### src/rtl/fsp_pkg.sv
// Constants and types of the flash status and write-protection block.
// =====================================================================
package fsp_pkg;

  // =====================================================================
  // Timing.
  localparam int unsigned CLK_PERIOD_NS      = 20;
  localparam int unsigned PROG_TIME_NS       = 10000;
  localparam int unsigned ERASE_TIME_NS      = 20000000;
  localparam int unsigned CHIP_ERASE_TIME_NS = 40000000;
  localparam int unsigned PROG_CYC       = PROG_TIME_NS / CLK_PERIOD_NS;
  localparam int unsigned ERASE_CYC      = ERASE_TIME_NS / CLK_PERIOD_NS;
  localparam int unsigned CHIP_ERASE_CYC = CHIP_ERASE_TIME_NS / CLK_PERIOD_NS;
  localparam int          BUSY_CNT_W     = 22;

  // =====================================================================
  // Command codes.
  localparam logic [7:0] CMD_WRITE_ENABLE    = 8'h06;
  localparam logic [7:0] CMD_WRITE_DISABLE   = 8'h04;
  localparam logic [7:0] CMD_STATUS_WRITE    = 8'h01;
  localparam logic [7:0] CMD_STATUS_WRITE_EN = 8'h50;
  localparam logic [7:0] CMD_STATUS_READ     = 8'h05;
  localparam logic [7:0] CMD_LOCK_READ       = 8'h35;
  localparam logic [7:0] CMD_BYTE_PROG       = 8'h02;
  localparam logic [7:0] CMD_AUTO_INC_PROG   = 8'had;
  localparam logic [7:0] CMD_SECTOR_ERASE    = 8'h20;
  localparam logic [7:0] CMD_BLOCK32_ERASE   = 8'h52;
  localparam logic [7:0] CMD_BLOCK64_ERASE   = 8'hd8;
  localparam logic [7:0] CMD_CHIP_ERASE_A    = 8'h60;
  localparam logic [7:0] CMD_CHIP_ERASE_B    = 8'hc7;

  // =====================================================================
  // Frame lengths in bytes, opcode included.
  localparam logic [2:0] LEN_SHORT     = 3'd1;
  localparam logic [2:0] LEN_ERASE     = 3'd4;
  localparam logic [2:0] LEN_BYTE      = 3'd5;
  localparam logic [2:0] LEN_AAI_FIRST = 3'd6;
  localparam logic [2:0] LEN_AAI_NEXT  = 3'd3;
  localparam logic [2:0] LEN_SR_ONE    = 3'd2;
  localparam logic [2:0] LEN_SR_TWO    = 3'd3;

  // =====================================================================
  // Status field positions and reset values.
  localparam int ST_BUSY_BIT     = 0;
  localparam int ST_WEL_BIT      = 1;
  localparam int ST_LVL_LO_BIT   = 2;
  localparam int ST_LVL_HI_BIT   = 3;
  localparam int ST_AUTO_INC_BIT = 6;
  localparam int ST_LOCK_BIT     = 7;
  localparam int ST1_TOP_BIT     = 2;
  localparam int ST1_BOTTOM_BIT  = 3;
  localparam logic [1:0] RST_LEVEL   = 2'b11;
  localparam logic       RST_LOCK    = 1'b0;
  localparam logic       RST_SECTOR  = 1'b0;
  localparam logic [3:0] PIN_RST     = 4'h9;

  // =====================================================================
  // Address map.
  localparam logic [23:0] ADDR_MAX         = 24'h03ffff;
  localparam logic [23:0] LVL1_LO          = 24'h030000;
  localparam logic [23:0] LVL2_LO          = 24'h020000;
  localparam logic [23:0] LVL3_LO          = 24'h000000;
  localparam logic [23:0] TOP_SECTOR_LO    = 24'h03f000;
  localparam logic [23:0] BOTTOM_SECTOR_HI = 24'h000fff;
  localparam logic [23:0] SECTOR_MASK      = 24'h000fff;
  localparam logic [23:0] BLOCK32_MASK     = 24'h007fff;
  localparam logic [23:0] BLOCK64_MASK     = 24'h00ffff;
  localparam logic [23:0] AAI_STEP         = 24'h000002;

  // =====================================================================
  // Types.
  typedef enum logic [2:0] {
    KIND_NONE    = 3'b000,
    KIND_BYTE    = 3'b001,
    KIND_AAI     = 3'b010,
    KIND_SECTOR  = 3'b011,
    KIND_BLOCK32 = 3'b100,
    KIND_BLOCK64 = 3'b101,
    KIND_CHIP    = 3'b110
  } fsp_kind_t;

  typedef enum logic [1:0] {
    PH_RX   = 2'b00,
    PH_READ = 2'b01,
    PH_SKIP = 2'b10
  } fsp_phase_t;

  typedef struct packed {
    fsp_kind_t   kind;
    logic [23:0] addr;
    logic [15:0] data;
  } fsp_op_t;

  typedef struct packed {
    fsp_phase_t            phase;
    logic [2:0]            bit_cnt;
    logic [2:0]            byte_cnt;
    logic [7:0]            rx;
    logic [7:0]            opc;
    logic [39:0]           sh;
    logic [7:0]            tx;
    logic [2:0]            tx_cnt;
    logic                  sck_prev;
    logic                  cs_n_prev;
    logic                  busy;
    logic [BUSY_CNT_W-1:0] busy_cnt;
    logic                  write_enable_latch;
    logic                  ewsr;
    logic                  auto_increment_mode;
    logic [23:0]           aai_addr;
    logic [1:0]            level;
    logic                  lock;
    logic                  top_sector_lock;
    logic                  bottom_sector_lock;
    logic [7:0]            st0;
    logic [7:0]            st1;
    fsp_op_t               op;
    logic                  op_start;
    logic                  so;
    logic                  so_oe;
  } fsp_state_t;

endpackage

### src/rtl/fsp_guard.sv
// Range check of one program or erase target against all protection.
`timescale 1ns/1ps
module fsp_guard import fsp_pkg::*; (
  // Protection state.
  input  wire logic [1:0]  level_i,
  input  wire logic        top_lock_i,
  input  wire logic        bottom_lock_i,
  // Target of the command.
  input  wire fsp_kind_t   kind_i,
  input  wire logic [23:0] addr_i,
  // Verdict.
  output logic             allow_o
);

  logic [23:0] lo;
  logic [23:0] hi;
  logic [23:0] plo;

  // Target span from the command kind, then test it against every lock.
  always_comb begin
    lo = addr_i;
    hi = addr_i;
    case (kind_i)
      KIND_AAI: hi = addr_i | 24'h000001;
      KIND_SECTOR: begin
        lo = addr_i & ~SECTOR_MASK;
        hi = addr_i | SECTOR_MASK;
      end
      KIND_BLOCK32: begin
        lo = addr_i & ~BLOCK32_MASK;
        hi = addr_i | BLOCK32_MASK;
      end
      KIND_BLOCK64: begin
        lo = addr_i & ~BLOCK64_MASK;
        hi = addr_i | BLOCK64_MASK;
      end
      KIND_CHIP: begin
        lo = 24'h000000;
        hi = ADDR_MAX;
      end
      default: ;
    endcase
    case (level_i)
      2'b01:   plo = LVL1_LO;
      2'b10:   plo = LVL2_LO;
      default: plo = LVL3_LO;
    endcase
    allow_o = (hi <= ADDR_MAX)
            && !((level_i != 2'b00) && (hi >= plo))
            && !(top_lock_i && (hi >= TOP_SECTOR_LO))
            && !(bottom_lock_i && (lo <= BOTTOM_SECTOR_HI));
    if (kind_i == KIND_CHIP && level_i != 2'b00) begin
      allow_o = 1'b0;
    end
  end

endmodule // fsp_guard

### src/rtl/fsp_sync.sv
// Three-stage pin synchroniser that accepts a change once stages agree.
`timescale 1ns/1ps
module fsp_sync #(
  parameter int           W       = 4,
  parameter logic [W-1:0] RST_VAL = '0
) (
  // Clock and reset.
  input  wire logic         clk_i,
  input  wire logic         rst_i,
  // Raw pins and filtered levels.
  input  wire logic [W-1:0] d_i,
  output logic      [W-1:0] q_o
);

  typedef struct packed {
    logic [W-1:0] s1;
    logic [W-1:0] s2;
    logic [W-1:0] s3;
    logic [W-1:0] lvl;
  } fsp_sync_state_t;

  fsp_sync_state_t s_q;
  fsp_sync_state_t s_d;

  if (W < 1) begin : g_bad_width
    $error("fsp_sync needs at least one bit.");
  end

  // The first stage feeds only the second; the level moves when two and three agree.
  always_comb begin
    s_d     = s_q;
    s_d.s1  = d_i;
    s_d.s2  = s_q.s1;
    s_d.s3  = s_q.s2;
    s_d.lvl = (~(s_q.s2 ^ s_q.s3) & s_q.s3) | ((s_q.s2 ^ s_q.s3) & s_q.lvl);
    if (rst_i) begin
      s_d.s1  = RST_VAL;
      s_d.s2  = RST_VAL;
      s_d.s3  = RST_VAL;
      s_d.lvl = RST_VAL;
    end
  end

  // State register.
  always_ff @(posedge clk_i) begin
    s_q <= s_d;
  end

  assign q_o = s_q.lvl;

endmodule // fsp_sync

### src/rtl/fsp_top.sv
// Status registers, write-enable latch and write protection of the serial flash.
`timescale 1ns/1ps
module fsp_top import fsp_pkg::*; #(
  parameter int unsigned PROG_CYCLES  = PROG_CYC,
  parameter int unsigned ERASE_CYCLES = ERASE_CYC,
  parameter int unsigned CHIP_CYCLES  = CHIP_ERASE_CYC
) (
  // Clock and reset.
  input  wire logic  CLOCK_I,
  input  wire logic  RST_I,
  // Serial link pins.
  input  wire logic  CE_N_I,
  input  wire logic  SCK_I,
  input  wire logic  SI_I,
  output logic       SO_O,
  output logic       SO_OE_O,
  // Write-guard pin.
  input  wire logic  WP_N_I,
  // Register views.
  output logic [7:0] STATUS_O,
  output logic [7:0] LOCK_STATUS_O,
  // Request to the array engine.
  output logic       OP_START_O,
  output fsp_op_t    OP_O
);

  // =====================================================================
  // Parameter checks.
  if (PROG_CYCLES < 1 || PROG_CYCLES >= (1 << BUSY_CNT_W)) begin : g_bad_prog
    $error("PROG_CYCLES out of range.");
  end
  if (ERASE_CYCLES < 1 || ERASE_CYCLES >= (1 << BUSY_CNT_W)) begin : g_bad_erase
    $error("ERASE_CYCLES out of range.");
  end
  if (CHIP_CYCLES < 1 || CHIP_CYCLES >= (1 << BUSY_CNT_W)) begin : g_bad_chip
    $error("CHIP_CYCLES out of range.");
  end

  // =====================================================================
  // Declarations.
  fsp_state_t  s_q;
  fsp_state_t  s_d;
  logic [3:0]  pins;
  logic        cs_n_s;
  logic        sck_s;
  logic        si_s;
  logic        wp_n_s;
  logic        sck_rise;
  logic        sck_fall;
  logic        cs_rise;
  logic [7:0]  rx_byte;
  fsp_kind_t   g_kind;
  logic [23:0] g_addr;
  logic [15:0] g_data;
  logic [2:0]  g_len;
  logic        g_ok;
  logic        wr_ok;
  logic [7:0]  sr0;
  logic [7:0]  sr1;

  // =====================================================================
  // Pin synchronisation and edge detection.
  fsp_sync #(
    .W       (4),
    .RST_VAL (PIN_RST)
  ) u_sync (
    .clk_i (CLOCK_I),
    .rst_i (RST_I),
    .d_i   ({WP_N_I, SI_I, SCK_I, CE_N_I}),
    .q_o   (pins)
  );

  // Filtered pin levels and their edges.
  assign cs_n_s   = pins[0];
  assign sck_s    = pins[1];
  assign si_s     = pins[2];
  assign wp_n_s   = pins[3];
  assign sck_rise = sck_s & ~s_q.sck_prev;
  assign sck_fall = ~sck_s & s_q.sck_prev;
  assign cs_rise  = cs_n_s & ~s_q.cs_n_prev;
  assign rx_byte  = {s_q.rx[6:0], si_s};

  // Protection fields may change when the guard is high or the lock is clear.
  assign wr_ok = wp_n_s | ~s_q.lock;

  // The first status byte sent with a write request.
  assign sr0 = (s_q.byte_cnt == LEN_SR_TWO) ? s_q.sh[15:8] : s_q.sh[7:0];
  assign sr1 = s_q.sh[7:0];

  // =====================================================================
  // Decode of the latched frame into an array target.
  always_comb begin
    g_kind = KIND_NONE;
    g_addr = s_q.sh[23:0] & ADDR_MAX;
    g_data = 16'h0000;
    g_len  = LEN_ERASE;
    case (s_q.opc)
      CMD_BYTE_PROG: begin
        g_kind = KIND_BYTE;
        g_addr = s_q.sh[31:8] & ADDR_MAX;
        g_data = {8'h00, s_q.sh[7:0]};
        g_len  = LEN_BYTE;
      end
      CMD_AUTO_INC_PROG: begin
        g_kind = KIND_AAI;
        g_data = s_q.sh[15:0];
        if (s_q.auto_increment_mode) begin
          g_addr = s_q.aai_addr;
          g_len  = LEN_AAI_NEXT;
        end else begin
          g_addr = {s_q.sh[39:17] & ADDR_MAX[23:1], 1'b0};
          g_len  = LEN_AAI_FIRST;
        end
      end
      CMD_SECTOR_ERASE:  g_kind = KIND_SECTOR;
      CMD_BLOCK32_ERASE: g_kind = KIND_BLOCK32;
      CMD_BLOCK64_ERASE: g_kind = KIND_BLOCK64;
      CMD_CHIP_ERASE_A, CMD_CHIP_ERASE_B: begin
        g_kind = KIND_CHIP;
        g_addr = 24'h000000;
        g_len  = LEN_SHORT;
      end
      default: ;
    endcase
  end

  // Protection verdict on the decoded target.
  fsp_guard u_guard (
    .level_i       (s_q.level),
    .top_lock_i    (s_q.top_sector_lock),
    .bottom_lock_i (s_q.bottom_sector_lock),
    .kind_i        (g_kind),
    .addr_i        (g_addr),
    .allow_o       (g_ok)
  );

  // =====================================================================
  // Next state.
  always_comb begin
    s_d           = s_q;
    s_d.op_start  = 1'b0;
    s_d.sck_prev  = sck_s;
    s_d.cs_n_prev = cs_n_s;

    // Internal operation timer; the busy bit drops when it runs out.
    if (s_q.busy) begin
      if (s_q.busy_cnt == BUSY_CNT_W'(1)) begin
        s_d.busy = 1'b0;
        if (!s_q.auto_increment_mode) begin
          s_d.write_enable_latch = 1'b0;
        end
      end else begin
        s_d.busy_cnt = s_q.busy_cnt - BUSY_CNT_W'(1);
      end
    end

    // Serial shifting while selected; the bit and byte counters restart on deselect.
    if (cs_n_s) begin
      s_d.phase    = PH_RX;
      s_d.bit_cnt  = 3'd0;
      s_d.byte_cnt = 3'd0;
      s_d.so_oe    = 1'b0;
    end else begin
      if (sck_rise && s_q.phase != PH_READ) begin
        s_d.rx      = rx_byte;
        s_d.bit_cnt = s_q.bit_cnt + 3'd1;
        if (s_q.bit_cnt == 3'd7) begin
          if (s_q.byte_cnt != 3'd7) begin
            s_d.byte_cnt = s_q.byte_cnt + 3'd1;
          end
          if (s_q.byte_cnt == 3'd0) begin
            s_d.opc = rx_byte;
            if (rx_byte == CMD_STATUS_READ || rx_byte == CMD_LOCK_READ) begin
              s_d.phase  = PH_READ;
              s_d.tx     = (rx_byte == CMD_STATUS_READ) ? s_q.st0 : s_q.st1;
              s_d.tx_cnt = 3'd0;
            end else if (s_q.busy) begin
              s_d.phase = PH_SKIP;
            end
          end else begin
            s_d.sh = {s_q.sh[31:0], rx_byte};
          end
        end
      end
      // Status bytes go out on falling edges, refreshed every byte for polling.
      if (sck_fall && s_q.phase == PH_READ) begin
        s_d.so     = s_q.tx[7];
        s_d.so_oe  = 1'b1;
        s_d.tx     = {s_q.tx[6:0], 1'b0};
        s_d.tx_cnt = s_q.tx_cnt + 3'd1;
        if (s_q.tx_cnt == 3'd7) begin
          s_d.tx = (s_q.opc == CMD_STATUS_READ) ? s_q.st0 : s_q.st1;
        end
      end
    end

    // Commands take effect on deselect after whole bytes only.
    if (cs_rise && s_q.phase == PH_RX && s_q.bit_cnt == 3'd0 &&
        s_q.byte_cnt != 3'd0 && !s_q.busy) begin
      case (s_q.opc)
        CMD_WRITE_ENABLE: begin
          if (s_q.byte_cnt == LEN_SHORT && !s_q.auto_increment_mode) begin
            s_d.write_enable_latch = 1'b1;
          end
        end
        CMD_WRITE_DISABLE: begin
          if (s_q.byte_cnt == LEN_SHORT) begin
            s_d.write_enable_latch  = 1'b0;
            s_d.ewsr = 1'b0;
            s_d.auto_increment_mode  = 1'b0;
          end
        end
        CMD_STATUS_WRITE_EN: begin
          if (s_q.byte_cnt == LEN_SHORT && !s_q.auto_increment_mode) begin
            s_d.ewsr = 1'b1;
          end
        end
        CMD_STATUS_WRITE: begin
          if ((s_q.byte_cnt == LEN_SR_ONE || s_q.byte_cnt == LEN_SR_TWO) &&
              !s_q.auto_increment_mode && (s_q.write_enable_latch || s_q.ewsr)) begin
            s_d.write_enable_latch  = 1'b0;
            s_d.ewsr = 1'b0;
            // Only level, lock and sector bits are taken; the rest is dropped.
            if (wr_ok) begin
              s_d.level = {sr0[ST_LVL_HI_BIT], sr0[ST_LVL_LO_BIT]};
              s_d.lock  = sr0[ST_LOCK_BIT];
              if (s_q.byte_cnt == LEN_SR_TWO) begin
                s_d.top_sector_lock = sr1[ST1_TOP_BIT];
                s_d.bottom_sector_lock = sr1[ST1_BOTTOM_BIT];
              end
            end
          end
        end
        default: begin
          // Array commands need the latch, the right length and a free range.
          if (g_kind != KIND_NONE && s_q.write_enable_latch && s_q.byte_cnt == g_len &&
              (!s_q.auto_increment_mode || g_kind == KIND_AAI)) begin
            if (g_ok) begin
              s_d.busy     = 1'b1;
              s_d.op_start = 1'b1;
              s_d.op.kind  = g_kind;
              s_d.op.addr  = g_addr;
              s_d.op.data  = g_data;
              case (g_kind)
                KIND_BYTE, KIND_AAI: s_d.busy_cnt = BUSY_CNT_W'(PROG_CYCLES);
                KIND_CHIP:           s_d.busy_cnt = BUSY_CNT_W'(CHIP_CYCLES);
                default:             s_d.busy_cnt = BUSY_CNT_W'(ERASE_CYCLES);
              endcase
              if (g_kind == KIND_AAI) begin
                s_d.auto_increment_mode      = 1'b1;
                s_d.aai_addr = g_addr + AAI_STEP;
              end
            end else if (s_q.auto_increment_mode) begin
              // The sequence has run into protected or absent memory.
              s_d.auto_increment_mode = 1'b0;
              s_d.write_enable_latch = 1'b0;
            end
          end
        end
      endcase
    end

    // Power-up values.
    if (RST_I) begin
      s_d           = '0;
      s_d.cs_n_prev = 1'b1;
      s_d.phase     = PH_RX;
      s_d.op.kind   = KIND_NONE;
      s_d.level     = RST_LEVEL;
      s_d.lock      = RST_LOCK;
      s_d.top_sector_lock       = RST_SECTOR;
      s_d.bottom_sector_lock       = RST_SECTOR;
    end

    // Register views; unused positions stay zero.
    s_d.st0                  = 8'h00;
    s_d.st0[ST_BUSY_BIT]     = s_d.busy;
    s_d.st0[ST_WEL_BIT]      = s_d.write_enable_latch;
    s_d.st0[ST_LVL_LO_BIT]   = s_d.level[0];
    s_d.st0[ST_LVL_HI_BIT]   = s_d.level[1];
    s_d.st0[ST_AUTO_INC_BIT] = s_d.auto_increment_mode;
    s_d.st0[ST_LOCK_BIT]     = s_d.lock;
    s_d.st1                  = 8'h00;
    s_d.st1[ST1_TOP_BIT]     = s_d.top_sector_lock;
    s_d.st1[ST1_BOTTOM_BIT]  = s_d.bottom_sector_lock;
  end

  // =====================================================================
  // State register.
  always_ff @(posedge CLOCK_I) begin
    s_q <= s_d;
  end

  // =====================================================================
  // Outputs, each taken from the state register.
  assign SO_O          = s_q.so;
  assign SO_OE_O       = s_q.so_oe;
  assign STATUS_O      = s_q.st0;
  assign LOCK_STATUS_O = s_q.st1;
  assign OP_START_O    = s_q.op_start;
  assign OP_O          = s_q.op;

endmodule // fsp_top

### config.mk
export PLATFORM = sky130hd
export DESIGN_NAME = fsp_top
export DESIGN_NICKNAME = d
export VERILOG_FILES = /design/src/rtl/fsp_pkg.sv /design/src/rtl/fsp_guard.sv /design/src/rtl/fsp_sync.sv /design/src/rtl/fsp_top.sv
export SDC_FILE = /design/constraint.sdc
export NUM_CORES = 1
export LEC_CHECK = 0
export ABC_AREA = 1
export BUFFER_PORTS_ARGS = -buffer_cell sky130_fd_sc_hd__buf_2
export CAP_MARGIN = 30
export CORE_AREA = 2 2 130 132
export DETAILED_ROUTE_END_ITERATION = 16
export DIE_AREA = 0 0 132 134
export PLACE_DENSITY = 0.8
export SYNTH_ARGS = -nofsm -noshare
export SYNTH_HDL_FRONTEND = slang
export SYNTH_SLANG_ARGS = --single-unit
### constraint.sdc
create_clock -name CLOCK_I -period 3.5 [get_ports CLOCK_I]
set_input_delay 0.525 -clock CLOCK_I [delete_from_list [all_inputs] [get_ports CLOCK_I]]
set_output_delay 0.525 -clock CLOCK_I [all_outputs]
set_load 0.02 [all_outputs]
==> summary.md <==
| Metric | Value |
|---|---|
| First-pass GRT wire length | `between 40 and 50 mm` |
| Commonest non-fill, non-tap cell in the layout | `nand2_1` |
| Final net count | `approximately 1,400` |
| Hold endpoint | `u_sync.s_q[12]` |
| Share of the synthesized area in the top cell type | `0.381` |
| Cell row count | `47` |
| Worst-path clk slew | `about 70 ps` |
| Largest area contributor in the netlist | `dfxtp_1` |
| Synth cell types | `49` |
| Syn-to-layout area delta | `7.16%` |
| Leakage Power | `4.64 nW` |
| Fin crit share | `0.917` |
| CTS Buf Count | `17` |
| Area of the core | `around 16,000 µm²` |
| Layout fillers | `between 1,000 and 1,500` |
| RSZ-0062 raised after global routing | `no` |
| Largest net degree at the start of global routing | `about 70` |
| Crit-path max FO | `17` |
| Synth Area in Adders | `0.0217` |
| CP Capture Type | `register` |
| Layout cell share with drive strength beyond 1 | `0.135` |
| Grt total ovfl | `0` |
| Setup Crit Path Kind | `reg -> reg` |
| Htree depth | `4` |
| Vias in the first global route | `7,985` |
| Synth Register Bits | `~190` |
| Routed len/inst | `between 15 and 20 µm` |
| Power Density | `just under 400 nW/µm²` |
| Ranking of synthesized cells by area | `dfxtp_1 38%, nand2_1 11%, nor2_1 6.4%` |
| Post-synthesis sequential area ratio | `0.381` |
| Slew margin rel. | `0.570` |
| Routability cong. | `just under 1` |
| Reg2reg setup slack | `~290 ps` |
| EDFF count, synth | `0` |
| Final wirelength | `~25 mm` |
| Post-Synth XOR/XNOR Area | `0.0241` |
| Clock skew | `between 9 and 10 ps` |
| Post-synthesis simple-gate area fraction | `0.299` |
| Hold Path Class | `in -> reg` |
| Vias per cell | `about 5.5` |
| Root Driver | `clkbuf_16` |
| Max_cap viols | `0` |
| Slew Viols, Final | `0` |
| CTS Hold Bufs | `0` |
| Drt drc | `0` |
| WP data arrival | `roughly 3600 ps` |
| Synthesized area | `between 9000 and 10,000 µm²` |
| Worst EP required | `approximately 3900 ps` |
| VDD IR-drop max | `approximately 0.00034 V` |
| TritonCTS clock tree | `built` |
| I/O pins | `a little under 70` |
| Hold path start | `CE_N_I` |
| Outcome | `complete, no violations` |
| Top FF cell, synth | `dfxtp_1` |
| Reg2Reg Depth | `21` |
| Fmax | `311 MHz` |
| Setup Buffers After CTS | `0` |
| Die ar. | `around 18,000 µm²` |
| Synth warn | `0` |
| Antenna viol nets, final | `0` |
| Port buffer count | `a little under 60` |
| Worst-margin pin slew | `around 640 ps` |
| Fin Setup TNS | `0 ps` |
| Cell count after synthesis | `roughly 1,400` |
| Bufs on Longest Clock Path | `2` |
| FF-to-FF Start | `s_q[177]` |
| Post-Syn Area per Cell | `between 7 and 8 µm²` |
| Post-DP HPWL | `approximately 18 mm` |
| Clk sink count | `187` |
| Die Y | `between 100 and 150 µm` |
| Final setup viols | `0` |
| Final Total Pwr | `0.00417 W` |
| Min-Delay Path Depth | `2` |
| Hold Vio Cnt, Final | `0` |
| Complex-gate fraction of the synthesized area | `0.140` |
| Post-synthesis mux area share | `0.00102` |
| DR iter-0 viols | `just under 1,000` |
| N_diodes | `0` |
| CP Launch Type | `register` |
| Vias | `about 9,000` |
| Skew-Pair Late Insertion Delay | `approximately 440 ps` |
| Largest family of logic cells by synthesized area | `simple AND/OR/NAND/NOR gates` |
| Gr usage total | `0.283` |
| FFs w/ async S/R, synth | `0` |
| Reg2reg end | `OP_O[21]` |
| Initial core utilization | `0.603` |
| Post_cts resized | `0` |
| Fin crit period | `3210 ps` |
| Initial antenna violation count | `0` |
| Most frequent cells in the layout | `299 x nand2_1, 187 x dfxtp_1, 168 x nor2_1` |
| Chip width | `around 130 µm` |
| First drt pass iteration count | `5` |
worst max path at each step:
stage                  start  endpoint  slack, ps  cells after the start
finish              s_q[177]  OP_O[21]        290                     21
global route        s_q[173]  OP_O[19]         10                     21
CTS                 s_q[177]  OP_O[21]        310                     21
detailed placement  s_q[177]  OP_O[21]        320                     21
global placement    s_q[177]  OP_O[41]        480                     23
floorplan           s_q[177]  OP_O[10]        680                     21
synth_stat cells (all sizes together), types with 2 or more instances:
master and n:
nor2 183, nor4 5, nand2 314, o21bai 9, xor2 22, nor3 25
nand3b 6, a31oi 3, o211ai 9, a22oi 4, o31ai 2, or2 7
nor3b 2, inv 160, ha 17, o21ai 127, buf 85, nand4 11
a21oi 81, nand3 103, clkbuf 24, dfxtp 187, a211oi 4, xnor2 5
kinds of logic (layout without fill, tap and decap cells):
kind of cell | Yosys count | count (layout)
AND/OR/NAND/NOR | 657 | 657
buffers and inverters | 270 | 274
AO/OA/AOI/OAI | 242 | 242
flip-flops | 187 | 187
XOR/XNOR | 27 | 27
adder cells (fa/ha/maj) | 17 | 17
other | 1 | 8
multiplexers | 1 | 1
registers in the layout (all words and copies together) (netlist names), named ones only:
signal	count
s_q	111
OP_O	43
u_sync.s_q	12
rx_byte	7
STATUS_O	5
LOCK_STATUS_O	2
OP_START_O	1
SO_O	1
SO_OE_O	1
routing by layer:
layer	GRT usage	vias up	wire length [µm]
li1	-	4431	-
met1	0.401	4077	11100
met2	0.445	395	11000
met3	0.0408	56	2030
met4	0.0906	0	602
met5	0	-	0
where the power goes:
part           leakage, nW  switching (W)  internal [W]
sequential            1.51     0.00000221       0.00213
combinational         2.83      0.0000518     0.0000160
clock                0.296       0.000875       0.00109
total                 4.64       0.000929       0.00324
final cells by class:
cell class / instances / area [µm²] / area share
multi-input cells: 952 / 4800 / 0.456
clock inverters: 14 / 158 / 0.0150
repair buffers: 81 / 498 / 0.0473
inverters: 161 / 606 / 0.0576
clock buffers: 18 / 439 / 0.0418
well taps: 220 / 275 / 0.0262
flip-flops and latches: 187 / 3740 / 0.356
metrics by stage:
step                      hold slack, ps  utilization  setup slack [ps]  area [µm²]  std cells
final                                268        0.646               289       10500       1633
after detailed placement             395        0.609               322        9920       1601
after global placement               392        0.609               477        9920       1601
after floorplan                      388            -               679        9840       1409
after CTS                            261        0.646               307       10500       1633
after global routing                 271        0.646              12.9       10500       1633
worst max-delay path: stages (launching register included):
cell and delay, ps:
dfxtp_1 430, nor2_1 100, nand2_2 120, nor2_4 70, nor2_4 290, nand2_4 130
nand2_1 110, nand2_1 70, nand2_1 80, inv_1 50, ha_1 270, and3_1 170
nand3_1 70, nor2_1 50, nand3_1 60, nand2_1 60, nand2_2 140, nand3_4 120
nor2_4 170, nand2_2 200, buf_12 220, o21ai_0 150
Note: power is estimated with default switching activity, not from simulation.
